--- config.mk ---
export PLATFORM = sky130hd
export DESIGN_NAME = adc_scan_event_control
export DESIGN_NICKNAME = d
export VERILOG_FILES = /design/src/rtl/adc_scan_event_control.v
export VERILOG_INCLUDE_DIRS = /design/src /design/src/shared
export SDC_FILE = /design/constraint.sdc
export NUM_CORES = 1
export LEC_CHECK = 0
export BUFFER_PORTS_ARGS = -buffer_cell sky130_fd_sc_hd__buf_2
export CORE_ASPECT_RATIO = 1.2
export CORE_MARGIN = 10
export CORE_UTILIZATION = 50
export CTS_CLUSTER_SIZE = 8
export DETAILED_ROUTE_END_ITERATION = 7
export HOLD_SLACK_MARGIN = 0.05
export PLACE_DENSITY = 0.69
export SLEW_MARGIN = 0
export SYNTH_ARGS = -nofsm -noshare
export SYNTH_HDL_FRONTEND = slang
export SYNTH_SLANG_ARGS = --single-unit
--- constraint.sdc ---
create_clock -name core_clk_i -period 5.2 [get_ports core_clk_i]
set_input_delay 0.78 -clock core_clk_i [delete_from_list [all_inputs] [get_ports core_clk_i]]
set_output_delay 0.78 -clock core_clk_i [all_outputs]
set_load 0.02 [all_outputs]
--- src/shared/adc_scan_event_control_regs.vh ---
// register offsets, field positions, reset values and timing counts of the scan control block
`ifndef ADC_SCAN_EVENT_CONTROL_REGS_VH
`define ADC_SCAN_EVENT_CONTROL_REGS_VH

// byte addresses of the word registers
`define REG_CTRL_OFS        6'h00
`define REG_TRIG_OFS        6'h04
`define REG_CONV_OFS        6'h08
`define REG_EXT_OFS         6'h0c
`define REG_CMP_CHAN_OFS    6'h10
`define REG_CMP_LEVEL_OFS   6'h14
`define REG_CMP_STATUS_OFS  6'h18
`define REG_GRP_PRIO_OFS    6'h1c
`define REG_DISC_OFS        6'h20
`define REG_RESULT_OFS      6'h24
`define REG_DUP_OFS         6'h28
`define REG_DUP_A_OFS       6'h2c
`define REG_DUP_B_OFS       6'h30
`define REG_DIAG_OFS        6'h34
`define REG_STATUS_OFS      6'h38

// control register fields
`define CTRL_DBL_CHAN_LSB   0
`define CTRL_GRP_B_IE_BIT   6
`define CTRL_DBL_EN_BIT     7
`define CTRL_HW_TRIG_EN_BIT 9
`define CTRL_SCAN_IE_BIT    12
`define CTRL_MODE_LSB       13
`define CTRL_START_BIT      15
`define CTRL_CMP_IE_BIT     16
`define CTRL_EVT_EN_BIT     17

// trigger select fields
`define TRIG_B_LSB          0
`define TRIG_A_LSB          8

// conversion setup fields
`define CONV_PREC_LSB       1
`define CONV_AUTOCLR_BIT    5
`define CONV_DIAG_VOLT_LSB  8
`define CONV_DIAG_MODE_BIT  10
`define CONV_DIAG_EN_BIT    11
`define CONV_AVG_BIT        16

// extended input fields
`define EXT_TS_A_BIT        0
`define EXT_REF_A_BIT       1
`define EXT_TS_B_BIT        2
`define EXT_REF_B_BIT       3
`define EXT_SEL_LSB         8
`define EXT_OUT_BIT         10

// scan modes
`define MODE_SINGLE         2'h0
`define MODE_GROUP          2'h1
`define MODE_CONT           2'h2

// precision codes
`define PREC_12             2'h0
`define PREC_10             2'h1
`define PREC_8              2'h2

// trigger source codes
`define TRIG_SRC_PIN        6'h00
`define TRIG_SRC_LINK       6'h01

`define CTRL_RESET          32'h0000_0000
`define CONV_TIME_NS        500
`define CLK_PERIOD_NS       50
// conversion count: 500 ns at the 50 ns core clock, sized for the counter
`define CONV_CYCLES         5'h0a

`endif

--- src/rtl/adc_scan_event_control.v ---
// scan sequencing, trigger selection, duplication, compare and request logic
`timescale 1ns/100ps
`default_nettype none
`include "adc_scan_event_control_regs.vh"

module adc_scan_event_control (
  input  wire        core_clk_i,
  input  wire        nrst_i,
  input  wire [5:0]  avs_address_i,
  input  wire        avs_read_i,
  input  wire        avs_write_i,
  input  wire [31:0] avs_writedata_i,
  input  wire [3:0]  avs_byteenable_i,
  output reg  [31:0] avs_readdata_o,
  output wire        avs_waitrequest_o,
  input  wire        ext_trigger_n_i,
  input  wire        link_trigger_i,
  input  wire [11:0] sample_data_i,
  output reg         scan_end_irq_o,
  output reg         group_b_scan_end_irq_o,
  output reg         compare_match_irq_o,
  output reg         event_link_o,
  output reg         dma_request_o,
  output wire [1:0]  ext_input_sel_o,
  output wire        ext_output_ctrl_o,
  output wire        temp_sensor_sel_o,
  output wire        ref_voltage_sel_o,
  output wire [7:0]  disconnect_detect_ctrl_o,
  output wire        busy_o
);

  // ****************************************************************
  // states and register storage
  // ****************************************************************
  localparam [1:0] ST_IDLE = 2'h0;
  localparam [1:0] ST_CONV_A = 2'h1;
  localparam [1:0] ST_CONV_B = 2'h2;
  localparam [1:0] ST_DONE = 2'h3;

  reg [31:0] ctrl_ff;
  reg [31:0] trig_ff;
  reg [31:0] conv_ff;
  reg [31:0] ext_ff;
  reg [4:0]  cmp_chan_ff;
  reg [11:0] cmp_level_ff;
  reg        cmp_status_ff;
  reg [1:0]  grp_prio_ff;
  reg [7:0]  disc_ff;
  reg [13:0] result_ff;
  reg [13:0] dup_ff;
  reg [13:0] dup_a_ff;
  reg [13:0] dup_b_ff;
  reg [13:0] diag_ff;
  reg [1:0]  state_ff;
  reg [4:0]  cnt_ff;
  reg        a_count_ff;
  reg        dbl_second_ff;
  reg        rescan_b_ff;
  reg [2:0]  pin_sync_ff;
  reg        pin_level_ff;
  reg        link_prev_ff;
  reg        ack_ff;

  wire [1:0] mode     = ctrl_ff[`CTRL_MODE_LSB +: 2];
  wire [4:0] dbl_chan = ctrl_ff[`CTRL_DBL_CHAN_LSB +: 5];
  wire       dbl_en   = ctrl_ff[`CTRL_DBL_EN_BIT];
  wire       hw_en    = ctrl_ff[`CTRL_HW_TRIG_EN_BIT];
  wire [5:0] trig_a   = trig_ff[`TRIG_A_LSB +: 6];
  wire [5:0] trig_b   = trig_ff[`TRIG_B_LSB +: 6];
  wire [1:0] prec     = conv_ff[`CONV_PREC_LSB +: 2];
  wire       in_group_b = (state_ff == ST_CONV_B);
  wire       conv_done  = (state_ff == ST_CONV_A || state_ff == ST_CONV_B) &&
                          (cnt_ff == 5'h00);

  // ****************************************************************
  // trigger sources
  // ****************************************************************
  always @(posedge core_clk_i or negedge nrst_i) begin
    if (!nrst_i) begin
      pin_sync_ff <= 3'h7;
      pin_level_ff <= 1'b1;
      link_prev_ff <= 1'b0;
    end else begin
      pin_sync_ff <= {pin_sync_ff[1:0], ext_trigger_n_i};
      if (pin_sync_ff[1] == pin_sync_ff[2])
        pin_level_ff <= pin_sync_ff[2];
      link_prev_ff <= link_trigger_i;
    end
  end

  wire pin_fall  = pin_level_ff && (pin_sync_ff[1] == pin_sync_ff[2]) && !pin_sync_ff[2];
  wire link_rise = link_trigger_i && !link_prev_ff;

  function src_hit;
    input [5:0] sel;
    begin
      src_hit = (sel == `TRIG_SRC_PIN && pin_fall) || (sel == `TRIG_SRC_LINK && link_rise);
    end
  endfunction

  wire trig_a_hit = hw_en && src_hit(trig_a);
  wire trig_b_hit = hw_en && (mode == `MODE_GROUP) && src_hit(trig_b);

  // ****************************************************************
  // bus decode
  // ****************************************************************
  // writes land on the edge that ends the cycle without wait
  wire wr = avs_write_i && ack_ff;
  // read data is fetched in the wait cycle so it stands when accepted
  wire rd = avs_read_i && !ack_ff;
  wire rd_done = avs_read_i && ack_ff;
  // one wait cycle per request
  assign avs_waitrequest_o = (avs_read_i || avs_write_i) && !ack_ff;
  wire sw_start = wr && (avs_address_i == `REG_CTRL_OFS) && avs_byteenable_i[1] &&
                  avs_writedata_i[`CTRL_START_BIT];

  function [31:0] merge;
    input [31:0] old;
    input [31:0] d;
    input [3:0]  be;
    integer k;
    begin
      merge = old;
      for (k = 0; k < 4; k = k + 1)
        if (be[k]) merge[k*8 +: 8] = d[k*8 +: 8];
    end
  endfunction

  // ****************************************************************
  // conversion result shaping
  // ****************************************************************
  // precision, 12/10/8 bit
  wire [13:0] sample_shaped = (prec == `PREC_10) ? {4'h0, sample_data_i[11:2]} :
                              (prec == `PREC_8)  ? {6'h0, sample_data_i[11:4]} :
                                                   {2'h0, sample_data_i};
  // diagnosis substitutes a fixed test level
  wire [13:0] diag_level = {2'h0, conv_ff[`CONV_DIAG_VOLT_LSB +: 2], 10'h000};
  wire        diag_on    = conv_ff[`CONV_DIAG_EN_BIT];
  wire [13:0] sample_val = diag_on ? diag_level : sample_shaped;
  wire [13:0] summed   = result_ff + sample_val;
  wire [13:0] combined = conv_ff[`CONV_AVG_BIT] ? {1'b0, summed[13:1]} : summed;
  wire        cmp_hit  = conv_done && (dbl_chan == cmp_chan_ff) &&
                         (sample_val[11:0] >= cmp_level_ff);

  // ****************************************************************
  // scan sequencer
  // ****************************************************************
  always @(posedge core_clk_i or negedge nrst_i) begin
    if (!nrst_i) begin
      state_ff <= ST_IDLE;
      cnt_ff <= 5'h00;
      a_count_ff <= 1'b0;
      dbl_second_ff <= 1'b0;
      rescan_b_ff <= 1'b0;
      scan_end_irq_o <= 1'b0;
      group_b_scan_end_irq_o <= 1'b0;
      compare_match_irq_o <= 1'b0;
      event_link_o <= 1'b0;
      dma_request_o <= 1'b0;
      result_ff <= 14'h0000;
      dup_ff <= 14'h0000;
      dup_a_ff <= 14'h0000;
      dup_b_ff <= 14'h0000;
      diag_ff <= 14'h0000;
      cmp_status_ff <= 1'b0;
    end else begin
      scan_end_irq_o <= 1'b0;
      group_b_scan_end_irq_o <= 1'b0;
      compare_match_irq_o <= 1'b0;
      event_link_o <= 1'b0;
      dma_request_o <= 1'b0;
      if (rd_done && avs_address_i == `REG_RESULT_OFS && conv_ff[`CONV_AUTOCLR_BIT])
        result_ff <= 14'h0000;
      if (wr && avs_address_i == `REG_CMP_STATUS_OFS && avs_writedata_i[0])
        cmp_status_ff <= 1'b0;
      // compare request, set wins over clear
      if (cmp_hit) begin
        cmp_status_ff <= 1'b1;
        compare_match_irq_o <= ctrl_ff[`CTRL_CMP_IE_BIT];
      end
      // group A priority aborts group B
      if (in_group_b && trig_a_hit && grp_prio_ff[0]) begin
        rescan_b_ff <= grp_prio_ff[1];
        state_ff <= ST_CONV_A;
        cnt_ff <= `CONV_CYCLES;
      end else begin
        case (state_ff)
          ST_IDLE: begin
            if (sw_start || trig_a_hit) begin
              state_ff <= ST_CONV_A;
              cnt_ff <= `CONV_CYCLES;
            end else if (trig_b_hit || rescan_b_ff) begin
              rescan_b_ff <= 1'b0;
              state_ff <= ST_CONV_B;
              cnt_ff <= `CONV_CYCLES;
            end
          end
          ST_CONV_A, ST_CONV_B: begin
            if (cnt_ff != 5'h00)
              cnt_ff <= cnt_ff - 5'h01;
            else begin
              if (diag_on)
                diag_ff <= sample_val;
              // first to result, second to duplicate; per-group copies
              else if (dbl_en && dbl_second_ff) begin
                dup_ff <= sample_val;
                if (in_group_b) dup_b_ff <= sample_val;
                else dup_a_ff <= sample_val;
              end else if (conv_ff[`CONV_AVG_BIT] && result_ff != 14'h0000)
                result_ff <= combined;
              else
                result_ff <= sample_val;
              if (dbl_en && !in_group_b)
                dbl_second_ff <= !dbl_second_ff;
              state_ff <= ST_DONE;
            end
          end
          // one settle cycle before the next trigger is taken
          ST_DONE: begin
            state_ff <= ST_IDLE;
          end
          default: state_ff <= ST_IDLE;
        endcase
      end
      // requests on completion
      if (conv_done) begin
        if (in_group_b) begin
          // group B request, own enable, pulse
          group_b_scan_end_irq_o <= ctrl_ff[`CTRL_GRP_B_IE_BIT];
          dma_request_o <= ctrl_ff[`CTRL_GRP_B_IE_BIT];
        end else begin
          event_link_o <= ctrl_ff[`CTRL_EVT_EN_BIT];
          // double trigger counts two A scans, except in continuous mode
          if (dbl_en && mode != `MODE_CONT) begin
            a_count_ff <= !a_count_ff;
            if (a_count_ff) begin
              scan_end_irq_o <= ctrl_ff[`CTRL_SCAN_IE_BIT];
              dma_request_o <= ctrl_ff[`CTRL_SCAN_IE_BIT];
            end
          end else begin
            scan_end_irq_o <= ctrl_ff[`CTRL_SCAN_IE_BIT];
            dma_request_o <= ctrl_ff[`CTRL_SCAN_IE_BIT];
          end
        end
      end
      if (state_ff == ST_DONE && mode == `MODE_CONT && !in_group_b) begin
        state_ff <= ST_CONV_A;
        cnt_ff <= `CONV_CYCLES;
      end
    end
  end

  // ****************************************************************
  // register writes
  // ****************************************************************
  always @(posedge core_clk_i or negedge nrst_i) begin
    if (!nrst_i) begin
      ctrl_ff <= `CTRL_RESET;
      trig_ff <= 32'h0000_0000;
      conv_ff <= 32'h0000_0000;
      ext_ff <= 32'h0000_0000;
      cmp_chan_ff <= 5'h00;
      cmp_level_ff <= 12'h000;
      grp_prio_ff <= 2'h0;
      disc_ff <= 8'h00;
      ack_ff <= 1'b0;
    end else begin
      // ack marks the accepting cycle of every request
      ack_ff <= (avs_read_i || avs_write_i) && !ack_ff;
      if (wr) begin
        case (avs_address_i)
          `REG_CTRL_OFS: ctrl_ff <= merge(ctrl_ff, avs_writedata_i, avs_byteenable_i) &
                                    ~(32'h1 << `CTRL_START_BIT);
          `REG_TRIG_OFS: trig_ff <= merge(trig_ff, avs_writedata_i, avs_byteenable_i);
          `REG_CONV_OFS: conv_ff <= merge(conv_ff, avs_writedata_i, avs_byteenable_i);
          `REG_EXT_OFS: ext_ff <= merge(ext_ff, avs_writedata_i, avs_byteenable_i);
          `REG_CMP_CHAN_OFS: cmp_chan_ff <= avs_writedata_i[4:0];
          `REG_CMP_LEVEL_OFS: cmp_level_ff <= avs_writedata_i[11:0];
          `REG_GRP_PRIO_OFS: grp_prio_ff <= avs_writedata_i[1:0];
          `REG_DISC_OFS: disc_ff <= avs_writedata_i[7:0];
          // unmapped writes are dropped
          default: ack_ff <= 1'b0;
        endcase
      end
    end
  end

  // ****************************************************************
  // read mux
  // ****************************************************************
  always @(posedge core_clk_i or negedge nrst_i) begin
    if (!nrst_i)
      avs_readdata_o <= 32'h0000_0000;
    else if (rd) begin
      case (avs_address_i)
        `REG_CTRL_OFS:       avs_readdata_o <= ctrl_ff;
        `REG_TRIG_OFS:       avs_readdata_o <= trig_ff;
        `REG_CONV_OFS:       avs_readdata_o <= conv_ff;
        `REG_EXT_OFS:        avs_readdata_o <= ext_ff;
        `REG_CMP_CHAN_OFS:   avs_readdata_o <= {27'h0, cmp_chan_ff};
        `REG_CMP_LEVEL_OFS:  avs_readdata_o <= {20'h0, cmp_level_ff};
        `REG_CMP_STATUS_OFS: avs_readdata_o <= {31'h0, cmp_status_ff};
        `REG_GRP_PRIO_OFS:   avs_readdata_o <= {30'h0, grp_prio_ff};
        `REG_DISC_OFS:       avs_readdata_o <= {24'h0, disc_ff};
        `REG_RESULT_OFS:     avs_readdata_o <= {18'h0, result_ff};
        `REG_DUP_OFS:        avs_readdata_o <= {18'h0, dup_ff};
        `REG_DUP_A_OFS:      avs_readdata_o <= {18'h0, dup_a_ff};
        `REG_DUP_B_OFS:      avs_readdata_o <= {18'h0, dup_b_ff};
        `REG_DIAG_OFS:       avs_readdata_o <= {18'h0, diag_ff};
        `REG_STATUS_OFS:     avs_readdata_o <= {28'h0, a_count_ff, rescan_b_ff, state_ff};
        default:             avs_readdata_o <= 32'h0000_0000;
      endcase
    end
  end

  // ****************************************************************
  // analog side controls
  // ****************************************************************
  // sensor and reference per active group
  assign temp_sensor_sel_o = in_group_b ? ext_ff[`EXT_TS_B_BIT] : ext_ff[`EXT_TS_A_BIT];
  assign ref_voltage_sel_o = in_group_b ? ext_ff[`EXT_REF_B_BIT] : ext_ff[`EXT_REF_A_BIT];
  assign ext_input_sel_o = ext_ff[`EXT_SEL_LSB +: 2];
  assign ext_output_ctrl_o = ext_ff[`EXT_OUT_BIT];
  assign disconnect_detect_ctrl_o = disc_ff;
  // busy covers conversion and the settle cycle
  assign busy_o = (state_ff != ST_IDLE);

endmodule // adc_scan_event_control
`default_nettype wire

Word level (Yosys, flattened, before mapping)

Cells that the tools add are included.

Register bits: 278
Bits of input ports: 60
Output and inout port bits: 52

Add/subtract/negate cells: 2
$lt $le $gt $ge: 1
Equality and inequality tests: 30
Muxes and demuxes: 45
Bitwise logic cells: 4
Reductions and logical operators: 87

Operators with widths:

| kind               | count |
|---|---|
| $pmux 32 s15       | 1 |
| $mux 14            | 8 |
| $reduce_and 3->1   | 19 |
| $eq 6x6->1 const B | 7 |
| $mux 12            | 3 |
| $logic_and 1x1->1  | 32 |
| $mux 5             | 5 |
| $eq 6x5->1 const B | 4 |
| $mux 1             | 21 |
| $logic_not 6->1    | 3 |
| $add 14x12->14     | 1 |
| $reduce_bool 14->1 | 1 |
| $eq 6x1->1 const B | 2 |
| $eq 6x4->1 const B | 2 |
| $ge 12x12->1       | 1 |
| $reduce_and 6->1   | 2 |
| $mux 2             | 5 |
| $pmux 5 s2         | 1 |
| $reduce_and 2->1   | 5 |
| $eq 2x2->1 const B | 4 |
| $ne 4x4->1 const B | 2 |
| $reduce_and 4->1   | 2 |
| $reduce_bool 2->1  | 4 |
| $reduce_or 8->1    | 1 |
| 17 further kinds   | 33 |

Depth between registers and ports, before layout

Gate-level depths: netlist of run 1.

Word-level depth: 12
Depth in mapped cells: 12

Worst setup path before layout of run 1

Ideal clock, no wire load.

Path type: register to register
Start point: register conv_ff[2]
End point: register result_ff[11]
Arrival time: 3.154 ns
Data required time: 5.070 ns
Slack: 1.916 ns
Cell stages (with the launch flop): 12
Path through: dfrtp_1 > clkbuf_1 > clkbuf_1 > a211oi_1 > a211oi_1 > ha_1 > a21o_1 > a221oi_1 > o311ai_0 > a21oi_1 > xor2_1 > o21ai_0

Longest elaborated chain between the ends: 12
Elaborated cells on any way between the ends: 13

Ends and longest elaborated chain:

| element                  | RTL line                     | source |
|---|---|---|
| start: declaration       | adc_scan_event_control.v:42  | `reg [31:0] conv_ff;` |
| start signal: assignment | adc_scan_event_control.v:275 | `` `REG_CONV_OFS: conv_ff <= merge(conv_ff, avs_writedata_i, avs_byteenable_i); `` |
| $eq 2x2->1 (no line)     | n/a                          |  |
| $mux 12                  | adc_scan_event_control.v:134 | `` (prec == `PREC_8) ? {6'h0, sample_data_i[11:4]} : `` |
| $mux 12 (*)              | adc_scan_event_control.v:133 | `` wire [13:0] sample_shaped = (prec == `PREC_10) ? {4'h0, sample_data_i[11:2]} : `` |
| $mux 12 (*)              | adc_scan_event_control.v:139 | `wire [13:0] sample_val = diag_on ? diag_level : sample_shaped;` |
| via sample_val[4]        | adc_scan_event_control.v:139 |  |
| $add 14x12->14 (*)       | adc_scan_event_control.v:140 | `wire [13:0] summed = result_ff + sample_val;` |
| $mux 14 (*)              | adc_scan_event_control.v:141 | `` wire [13:0] combined = conv_ff[`CONV_AVG_BIT] ? {1'b0, summed[13:1]} : summed; `` |
| $mux 14 (*)              | adc_scan_event_control.v:209 | `` end else if (conv_ff[`CONV_AVG_BIT] && result_ff != 14'h0000) `` |
| $mux 14 (*)              | adc_scan_event_control.v:205 | `else if (dbl_en && dbl_second_ff) begin` |
| $mux 14 (*)              | adc_scan_event_control.v:202 | `if (diag_on)` |
| $mux 14 (*)              | adc_scan_event_control.v:199 | `if (cnt_ff != 5'h00)` |
| $mux 14 (*)              | adc_scan_event_control.v:187 | `case (state_ff)` |
| $mux 14 (*)              | adc_scan_event_control.v:182 | `if (in_group_b && trig_a_hit && grp_prio_ff[0]) begin` |
| end signal: assignment   | adc_scan_event_control.v:210 | `result_ff <= combined;` |
| end signal: assignment   | adc_scan_event_control.v:212 | `result_ff <= sample_val;` |
| end: declaration         | adc_scan_event_control.v:49  | `reg [13:0] result_ff;` |

The timed path passes the listed nets; every way through them passes the cells marked *.
A chain may end at the register's enable or synchronous reset.

Final worst setup path of run 1

Ends and elaborated chain as after synthesis.

==> flow_metrics.env, run 1 <==
export IMPL_status="finished, final reports clean"
export IMPL_synth_top_cells_by_area="dfrtp_1 (51%), mux2_2 (17%), a22oi_1 (5.1%), ha_1 (2.9%), a21oi_1 (1.7%)"
export IMPL_clk_pin_slew_ns=0.06
export IMPL_synth_most_common_cell="dfrtp_1"
export IMPL_cts_root_buf="clkbuf_16"
export IMPL_start_util=0.510
export IMPL_clock_path_buffers=3
export IMPL_ys_seq_elements=270
export IMPL_synth_common_cells="dfrtp_1 (266), mux2_2 (191), a22oi_1 (89)"
export IMPL_r2r_slack_ns=1.28
export IMPL_crit_fanout=25
export IMPL_post_cts_setup_buffer_count=0
export IMPL_coreArea_um2=25500
export IMPL_grt_pass1_vias=10300
export IMPL_antenna_found_initial=5
export IMPL_whs_ns=0.289
export IMPL_endpoint_kind="register"
export IMPL_path_cells="and2_1 -> nor2_1 -> a211oi_1 -> ha_1 -> a21o_1 -> a221oi_1 -> o311ai_0 -> a21oi_1 -> xor2_1 -> o21ai_0"
export IMPL_clock_latency_ns=0.53
export IMPL_via_count=9907
export IMPL_overflow=0
export IMPL_cts_sinks=270
export IMPL_wl_um=38800
export IMPL_track_usage=0.231
export IMPL_relSlewSlack=0.240
export IMPL_via_per_inst=6.34
export IMPL_cts_resized=0
export IMPL_rows=64
export IMPL_die_h_um=197
export IMPL_placed_cells_incl_taps=1504
export IMPL_fp_dieW_um=167
export IMPL_async_reset_ff_frac=1.00
export IMPL_crit_required_ns=5.60
export IMPL_fill_cells=2076
export IMPL_drive_gt1_frac=0.315
export IMPL_yosysTopAreaCell="dfrtp_1"
export IMPL_crit_type="reg2reg"
export IMPL_critical_path_arrival_ns=4.31
export IMPL_finalClockSkew_ns=0.0179
export IMPL_port_buffers=111
export IMPL_wl_per_cell_um=24.8
export IMPL_cpPeakStageDelay_ns=0.87
export IMPL_yosysTopAreaCellShare=0.511
export IMPL_slowest_stage="dfrtp_1"
export IMPL_hold_viol=0
export IMPL_area_growth_pct=15.6
export IMPL_cts_tree="done"
export IMPL_htreeDepth=2
export IMPL_ys_flop_type="dfrtp_1"
export IMPL_critPathLaunchType="register"
export IMPL_synthCells=1094
export IMPL_synth_seq_area_share=0.519
export IMPL_drt_antenna_violating_nets=0
export IMPL_fmax_ghz=0.255
export IMPL_post_route_util=0.589
export IMPL_cellLeakagePower_nw=7.39
export IMPL_peakVddDrop_uv=244
export IMPL_layout_cells_non_filler=1563
export IMPL_pin_count=112
export IMPL_synthesis_nets=1185
export IMPL_avgSynthCellArea_um2=11.9
export IMPL_cts_buffers=39
export IMPL_drt_initial_drc_count=998
export IMPL_min_path_type="in2async"
export IMPL_nets=1306
export IMPL_hold_buffers=0
export IMPL_finalSetupViolCount=0
export IMPL_power_density_nw_per_um2=384
export IMPL_die_area_um2=32900
export IMPL_place_detailed_hpwl_um=26600
export IMPL_dr_pass1_iters=6
export IMPL_max_cap_violations=0
export IMPL_synth_area_um2=13000
export IMPL_ys_types=71
export IMPL_grt_max_degree=122
export IMPL_tns_ns=0
export IMPL_place_congestion=0.943
export IMPL_fin_crit_ns=3.92
export IMPL_grt_pass1_wl_um=60900
export IMPL_fin_crit_sh=0.753
export IMPL_tightest_slew_ns=1.13
export IMPL_slew_violations=0
export IMPL_synth_edf_count=0
export IMPL_ys_warn_count=0
export IMPL_rsz0062_at_grt="false"
export IMPL_post_route_drc_count=0
-- sequential cells by signal, summed over array words and instances, names as in the netlist, 14 cells and up --
| name | cells |
|---|---|
| avs_readdata_o | 32 |
| conv_ff | 32 |
| ext_ff | 32 |
| trig_ff | 32 |
| ctrl_ff | 31 |
| result_ff | 14 |
-- layer usage --
| metal | GRT usage | part of all wire | vias up |
|---|---|---|---|
| li1 | - | - | 4323 |
| met1 | 0.292 | 0.41 | 5014 |
| met2 | 0.377 | 0.47 | 460 |
| met3 | 0.0520 | 0.078 | 106 |
| met4 | 0.0972 | 0.042 | 4 |
| met5 | 0 | 0.00070 | - |
-- layout make-up --
cell class	count	area, um2	share of cell area
clock inverter	2	25.0	0.00166
sequential	270	6760	0.449
antenna	1	2.50	0.000166
clock buffer	56	1070	0.0712
timing repair buffer	130	721	0.0479
inverter	28	105	0.00698
multi-input combinational	746	5950	0.396
tap	330	413	0.0274
-- kinds of logic (layout without fill, tap and decap cells) --
family,after synthesis,count (layout),share of synthesized area
AO/OA/AOI/OAI,275,275,0.149
XOR/XNOR,18,18,0.0121
adder cells (fa/ha/maj),32,32,0.0311
buffers and inverters,78,216,0.0244
flip-flops,270,270,0.519
multiplexers,201,201,0.173
other,0,1,0
AND/OR/NAND/NOR,220,220,0.0915
-- path summary, 6_finish.rpt --
check	startpoint	end	cells after the start
setup / recovery	conv_ff[2]	result_ff[11]	10
max in group asynchronous	nrst_i	avs_readdata_o[11]	2
hold reg to reg	pin_sync_ff[0]	pin_sync_ff[1]	0
min in group core_clk_i	pin_sync_ff[0]	pin_sync_ff[1]	0
setup reg to reg	conv_ff[2]	result_ff[11]	10
hold / removal	nrst_i	trig_ff[20]	1
-- critical path, delay by kind of cell, from the launching register on --
| family | cells | cell delay [ns] |
|---|---|---|
| adders and majority gates | 1 | 0.45 |
| DFF | 1 | 0.87 |
| xor gates and xnor gates | 1 | 0.16 |
| AOI/OAI and AO/OA | 6 | 2.00 |
| and+or+nand+nor | 2 | 0.31 |
-- stage by stage --
| step | area [um2] | worst slack (ns) | total power, W |
|---|---|---|---|
| finish | 15100 | 1.28 | 0.00579 |
| detailed placement | 14000 | 1.42 | 0.00347 |
| CTS | 15000 | 1.44 | 0.00580 |
| floorplan | 13000 | 1.92 | 0.00310 |
| global route | 15000 | 1.01 | 0.00604 |
| global placement | 14000 | 1.51 | 0.00345 |
-- report_power, final --
group          switching (W)  internal, W
combinational       0.000609     0.000427
sequential          0.000177      0.00225
clock               0.000916      0.00141
total                0.00170      0.00408
-- cells in the final DEF, fill, tap and decap left out, types with 10 or more instances in the layout --
master     synthesis  routed
dfrtp_1          266     266
mux2_2           191     191
buf_2             11     110
a22oi_1           89      89
nand2_1           53      53
a21oi_1           44      44
clkbuf_16          0      40
nor2_1            35      35
o21ai_0           33      33
ha_1              30      30
a21o_1            29      29
inv_1             27      27
nand3_1           24      24
a211oi_1          22      22
and2_1            20      19
buf_4              3      18
clkbuf_1          34      15
nand4_1           13      13
nor3_1            14      13
a22o_1            13      13
mux2i_1           10      10
No activity file was read; power rests on OpenSTA's default activity.
==> run 2, diff against run 1 <==
- ABC_AREA: unset -> 1
- PLACE_DENSITY: 0.69 -> 0.71
- clock period: 5.2 -> 3.45 ns (I/O delays scaled with it)
==> run 2 against run 1 <==
Synthesized area grew 4.1%. Die area grew 3.7%. First-iteration DRC count grew 6.0%. Synthesized cell count grew 60%. Via count grew 22%. Setup slack lost 0.66 ns. Wire length grew 5.4%. Final cell count grew 42%. Count of clock-buffer cells in the layout shrank 15. Flip-flop and latch count is the same. Critical path type unchanged. Largest cell class unchanged.
==> flow_metrics.env, run 2 <==
export IMPL_status="finished, final reports clean"
export IMPL_wl_per_cell_um=18.5
export IMPL_synth_common_cells="nand2_1 (675), dfrtp_1 (266), o21ai_0 (204)"
export IMPL_ys_flop_type="dfrtp_1"
export IMPL_peakVddDrop_uv=334
export IMPL_ys_seq_elements=270
export IMPL_clockPowerShare=0.377
export IMPL_layout_cells_most_common="nand2_1"
export IMPL_coreArea_um2=26500
export IMPL_hold_viol=0
export IMPL_pwr_share_seq=0.411
export IMPL_synth_area_um2=13600
export IMPL_cts_resized=0
export IMPL_cts_root_buf="clkbuf_16"
export IMPL_drt_antenna_violating_nets=0
export IMPL_synth_most_common_cell="nand2_1"
export IMPL_wl_um=40900
export IMPL_place_congestion=0.947
export IMPL_min_path_type="in2async"
export IMPL_relSlewSlack=0.231
export IMPL_clock_latency_ns=0.52
export IMPL_pin_count=112
export IMPL_fmax_ghz=0.355
export IMPL_cts_sinks=270
export IMPL_antenna_found_initial=5
export IMPL_drt_initial_drc_count=1058
export IMPL_tightest_slew_ns=1.15
export IMPL_drive_gt1_frac=0.123
export IMPL_dr_pass1_iters=6
export IMPL_fp_dieW_um=170
export IMPL_wl_met1_um=16500
export IMPL_cts_tree="done"
export IMPL_clock_path_buffers=3
export IMPL_switchingPower_w=0.00284
export IMPL_endpoint_kind="register"
export IMPL_place_detailed_hpwl_um=30000
export IMPL_area_growth_pct=14.6
export IMPL_async_reset_ff_frac=1.00
export IMPL_path_cells="nand2_1 -> buf_4 -> o21ai_0 -> a31oi_1 -> ha_1 -> nand3_1 -> nand3_1 -> nand2_1 -> nand2_1 -> nand2_1 -> nand2_1 -> nand2_1 -> nand3_1 -> nand2_1 -> nand2_1"
export IMPL_highest_layer="met5"
export IMPL_synth_top_cells_by_area="dfrtp_1 (49%), nand2_1 (19%), o21ai_0 (7.5%), inv_1 (4.5%), nand3_1 (3.6%)"
export IMPL_avgSynthCellArea_um2=7.76
export IMPL_synth_edf_count=0
export IMPL_switching_share=0.317
export IMPL_htreeDepth=2
export IMPL_via_count=12100
export IMPL_fin_crit_sh=0.818
export IMPL_start_util=0.511
export IMPL_track_usage=0.241
export IMPL_cpPeakStageDelay_ns=0.55
export IMPL_grt_pass1_wl_um=65500
export IMPL_overflow=0
export IMPL_crit_fanout=11
export IMPL_yosysTopAreaCellShare=0.491
export IMPL_rows=65
export IMPL_whs_ns=0.0388
export IMPL_die_h_um=200
export IMPL_via_per_inst=5.45
export IMPL_power_density_nw_per_um2=577
export IMPL_grt_max_degree=91
export IMPL_fin_crit_ns=2.82
export IMPL_die_area_um2=34100
export IMPL_critical_path_most_common_cell="nand2_1"
export IMPL_port_buffers=111
export IMPL_hold_buffers=0
export IMPL_post_route_drc_count=0
export IMPL_slew_violations=0
export IMPL_power_internal_w=0.00612
export IMPL_post_cts_setup_buffer_count=0
export IMPL_cts_buffers=39
export IMPL_crit_required_ns=3.86
export IMPL_ys_types=45
export IMPL_grt_pass1_vias=12100
export IMPL_ys_warn_count=0
export IMPL_wl_met2_um=20000
export IMPL_layout_common_cells="nand2_1 (675), dfrtp_1 (266), o21ai_0 (204), inv_1 (164), buf_2 (110)"
export IMPL_synth_seq_area_share=0.499
export IMPL_tns_ns=0
export IMPL_cellLeakagePower_nw=8.12
export IMPL_met3_length_um=2540
export IMPL_critPathLaunchType="register"
export IMPL_max_cap_violations=0
export IMPL_crit_type="reg2reg"
export IMPL_synthesis_nets=1838
export IMPL_pwr_share_comb=0.212
export IMPL_rsz0062_at_grt="false"
export IMPL_critical_path_arrival_ns=3.23
export IMPL_finalClockSkew_ns=0.0188
export IMPL_clk_pin_slew_ns=0.06
export IMPL_nets=1966
export IMPL_synthCells=1747
export IMPL_r2r_slack_ns=0.63
export IMPL_slowest_stage="a31oi_1"
export IMPL_yosysTopAreaCell="dfrtp_1"
export IMPL_finalSetupViolCount=0
-- run 2: cell count changes after synthesis, sizes merged, moves of 75 or more --
cell   delta
nand2   +628
mux2    -190
o21ai   +183
inv     +144
a22oi    -79
nand3    +75
-- run 2: cell type report --
cell class                 instances  area (um2)
tap                              335         419
fill                            2435       11000
timing repair buffer             141         816
inverter                         174         656
multi-input combinational       1249        5840
clock buffer                      41        1010
antenna                            1        2.50
clock inverter                     2        25.0
sequential                       270        6760
-- run 2: layer usage --
| layer | vias to the layer above | track usage |
|---|---|---|
| met5 | - | 0 |
| met3 | 111 | 0.0399 |
| met4 | 8 | 0.107 |
| met2 | 436 | 0.401 |
| met1 | 5680 | 0.299 |
| li1 | 5817 | - |
-- run 2: kinds of logic after synthesis --
logic type / count (synthesis) / share of synthesized area
buffers and inverters: 228 / 0.0708
adder cells (fa/ha/maj): 31 / 0.0292
AO/OA/AOI/OAI: 295 / 0.115
flip-flops: 270 / 0.499
XOR/XNOR: 14 / 0.00904
AND/OR/NAND/NOR: 908 / 0.276
multiplexers: 1 / 0.000831
-- run 2: worst paths after layout --
| kind | startpoint | end | cells past startpoint |
|---|---|---|---|
| max in group asynchronous | nrst_i | dup_ff[11] | 2 |
| worst min register to register | pin_sync_ff[0] | pin_sync_ff[1] | 0 |
| worst max-delay path | conv_ff[1] | result_ff[12] | 15 |
| worst min-delay path | nrst_i | grp_prio_ff[1] | 1 |
| min in group core_clk_i | ext_trigger_n_i | pin_sync_ff[0] | 1 |
| worst max register to register | conv_ff[1] | result_ff[12] | 15 |
-- run 2: critical path, delay by kind of cell (launching register included) --
family,cells,cell delay (ns)
simple gates,11,1.07
compound gates,2,0.63
flops,1,0.42
fa+ha+maj,1,0.37
buf+inv,1,0.22
-- run 2: power groups by stage --
stage	clock network (W)	registers [W]	logic [W]
CTS	0.00342	0.00367	0.00190
global placement	0	0.00371	0.00185
global route	0.00357	0.00370	0.00216
finish	0.00338	0.00369	0.00190
floorplan	0	0.00364	0.00133
detailed placement	0	0.00372	0.00188
-- run 2: per-stage QoR --
stage               instance area [um2]  worst slack [ns]  cells  power [W]  utilization
CTS                               15500             0.627   2212    0.00899        0.586
finish                            15500             0.629   2213    0.00896        0.586
global route                      15500             0.333   2213    0.00944        0.586
floorplan                         13600              1.07   1747    0.00497            -
global placement                  14500             0.697   2169    0.00556        0.547
detailed placement                14500             0.622   2169    0.00560        0.547
==> run 3, diff against run 2 <==
- clock period: 3.45 -> 2.35 ns (I/O delays scaled with it)
==> run 3 against run 2 <==
Fmax up 22%. Critical path depth down 1. Sequential power up 46%. First-iteration DRC count down 14%. Combinational power up 100%. Die area unchanged. Global-route usage down 0.26 points. Register-to-register slack worse by 0.60 ns. Utilization up 4.7 points. Wire length up 1.9%. Non-clock buffer count up 71. Final cell count up 3.5%. Highest routed layer unchanged.
==> flow_metrics.env, run 3 (synthesized netlist as in run 2, its figures left out) <==
export IMPL_status="finished, final reports clean"
export IMPL_post_route_drc_count=0
export IMPL_cts_buffers=39
export IMPL_clk_pin_slew_ns=0.05
export IMPL_tightest_slew_ns=0.566
export IMPL_pwr_share_comb=0.270
export IMPL_slew_violations=0
export IMPL_via_count=12400
export IMPL_cts_root_buf="clkbuf_16"
export IMPL_peakVddDrop_uv=491
export IMPL_drt_initial_drc_count=909
export IMPL_area_growth_pct=23.8
export IMPL_relSlewSlack=0.622
export IMPL_slowest_stage="dfrtp_1"
export IMPL_wl_um=41700
export IMPL_place_detailed_hpwl_um=29600
export IMPL_track_usage=0.238
export IMPL_critPathLaunchType="register"
export IMPL_clock_path_buffers=3
export IMPL_grt_pass1_wl_um=65200
export IMPL_fmax_ghz=0.431
export IMPL_cts_sinks=270
export IMPL_layout_common_cells="nand2_1 (647), dfrtp_1 (266), o21ai_0 (193), inv_1 (155), buf_2 (111)"
export IMPL_crit_required_ns=2.75
export IMPL_pin_count=112
export IMPL_place_congestion=0.938
export IMPL_critical_path_most_common_cell="nand2_2"
export IMPL_hold_viol=0
export IMPL_crit_fanout=5
export IMPL_dr_pass1_iters=5
export IMPL_r2r_cells=14
export IMPL_multiInputGateArea_um2=6420
export IMPL_max_cap_violations=0
export IMPL_layout_cells_non_filler=2291
export IMPL_clock_latency_ns=0.52
export IMPL_htreeDepth=2
export IMPL_grt_max_degree=65
export IMPL_antenna_found_initial=3
export IMPL_via_per_inst=5.43
export IMPL_fin_crit_ns=2.32
export IMPL_layout_setup_ws_ns=0.0308
export IMPL_pre_cts_slack_ns=-0.193
export IMPL_crit_type="reg2reg"
export IMPL_power_density_nw_per_um2=849
export IMPL_start_util=0.511
export IMPL_placed_cells_incl_taps=2218
export IMPL_pwr_share_seq=0.379
export IMPL_min_path_type="in2reg"
export IMPL_tns_ns=0
export IMPL_die_area_um2=34100
export IMPL_cts_tree="done"
export IMPL_rsz0062_at_grt="true"
export IMPL_nets=2037
export IMPL_fin_crit_sh=0.987
export IMPL_switchingPower_w=0.00463
export IMPL_drive_gt1_frac=0.203
export IMPL_rows=65
export IMPL_clockPowerShare=0.351
export IMPL_drt_antenna_violating_nets=0
export IMPL_coreArea_um2=26500
export IMPL_grt_pass1_vias=12300
export IMPL_finalSetupViolCount=0
export IMPL_cellLeakagePower_nw=8.56
export IMPL_power_internal_w=0.00962
export IMPL_port_buffers=111
export IMPL_critical_path_arrival_ns=2.72
export IMPL_path_cells="inv_1 -> nand2_2 -> buf_6 -> nand2_4 -> a31oi_4 -> ha_2 -> fa_2 -> nand3_2 -> nand3_4 -> nand2_2 -> nand2_1 -> or2_2 -> nand3_1 -> a21oi_1"
export IMPL_finalClockSkew_ns=0.0170
export IMPL_cpPeakStageDelay_ns=0.39
export IMPL_wl_per_cell_um=18.2
export IMPL_fp_dieW_um=170
export IMPL_fill_cells=2306
export IMPL_whs_path_depth=3
export IMPL_switching_share=0.325
export IMPL_layout_cells_most_common="nand2_1"
export IMPL_overflow=0
export IMPL_endpoint_kind="register"
export IMPL_die_h_um=200
export IMPL_regArea_um2=6760
[run 3: stage by stage]
stage                     hold WS, ns  utilization  power (W)  instance area (um2)
after floorplan                0.0569            -    0.00730                13600
after global placement          0.348        0.563    0.00853                14900
after detailed placement        0.348        0.563    0.00858                14900
after CTS                      0.0551        0.607     0.0137                16100
after global routing           0.0685        0.633     0.0149                16800
final                          0.0690        0.633     0.0143                16800
[run 3: critical path, delay by kind of cell (launching register included)]
family | cells | cell delay [ns]
simple gates | 8 | 0.84
fa+ha+maj | 2 | 0.56
flops | 1 | 0.39
compound gates | 2 | 0.18
buf+inv | 2 | 0.23
[run 3: worst paths after layout]
check,startpoint,to,slack [ns]
worst max register to register,conv_ff[1],result_ff[7],0.03
worst min register to register,pin_sync_ff[0],pin_sync_ff[1],0.35
min in group asynchronous,nrst_i,diag_ff[3],0.39
max in group asynchronous,nrst_i,avs_readdata_o[2],1.24
worst max-delay path,conv_ff[1],result_ff[7],0.03
worst min-delay path,avs_writedata_i[14],ctrl_ff[14],0.07
[run 3: per-layer routing]
metal | GRT usage | up-vias | routed length [um]
li1 | - | 5957 | -
met5 | 0 | - | 25
met2 | 0.394 | 420 | 20300
met1 | 0.288 | 5938 | 16600
met4 | 0.115 | 4 | 2180
met3 | 0.0481 | 122 | 2500
[run 3: what timing repair did]
action                                  CTS  global route
gates cloned                              0             1
endpoints found under the setup margin   15            13
hold buffers                              3             0
pin swaps                                 2            47
endpoints found under the hold margin    60             0
buffers inserted                          3            15
gates resized for setup                  14           128
[run 3: power groups by stage]
stage	clock network (W)	registers [W]	logic (W)
2_1_floorplan	0	0.00535	0.00195
3_3_place_gp	0	0.00541	0.00312
3_5_place_dp	0	0.00541	0.00316
4_1_cts	0.00506	0.00535	0.00325
5_1_grt	0.00525	0.00543	0.00427
6_report	0.00500	0.00540	0.00385
[run 3: cell type report]
type | instances | area share
clock inverter | 2 | 0.00149
tap | 335 | 0.0250
clock buffer | 48 | 0.0614
antenna | 1 | 0.000149
sequential | 270 | 0.403
timing repair buffer | 212 | 0.0872
inverter | 174 | 0.0394
multi-input combinational | 1249 | 0.382
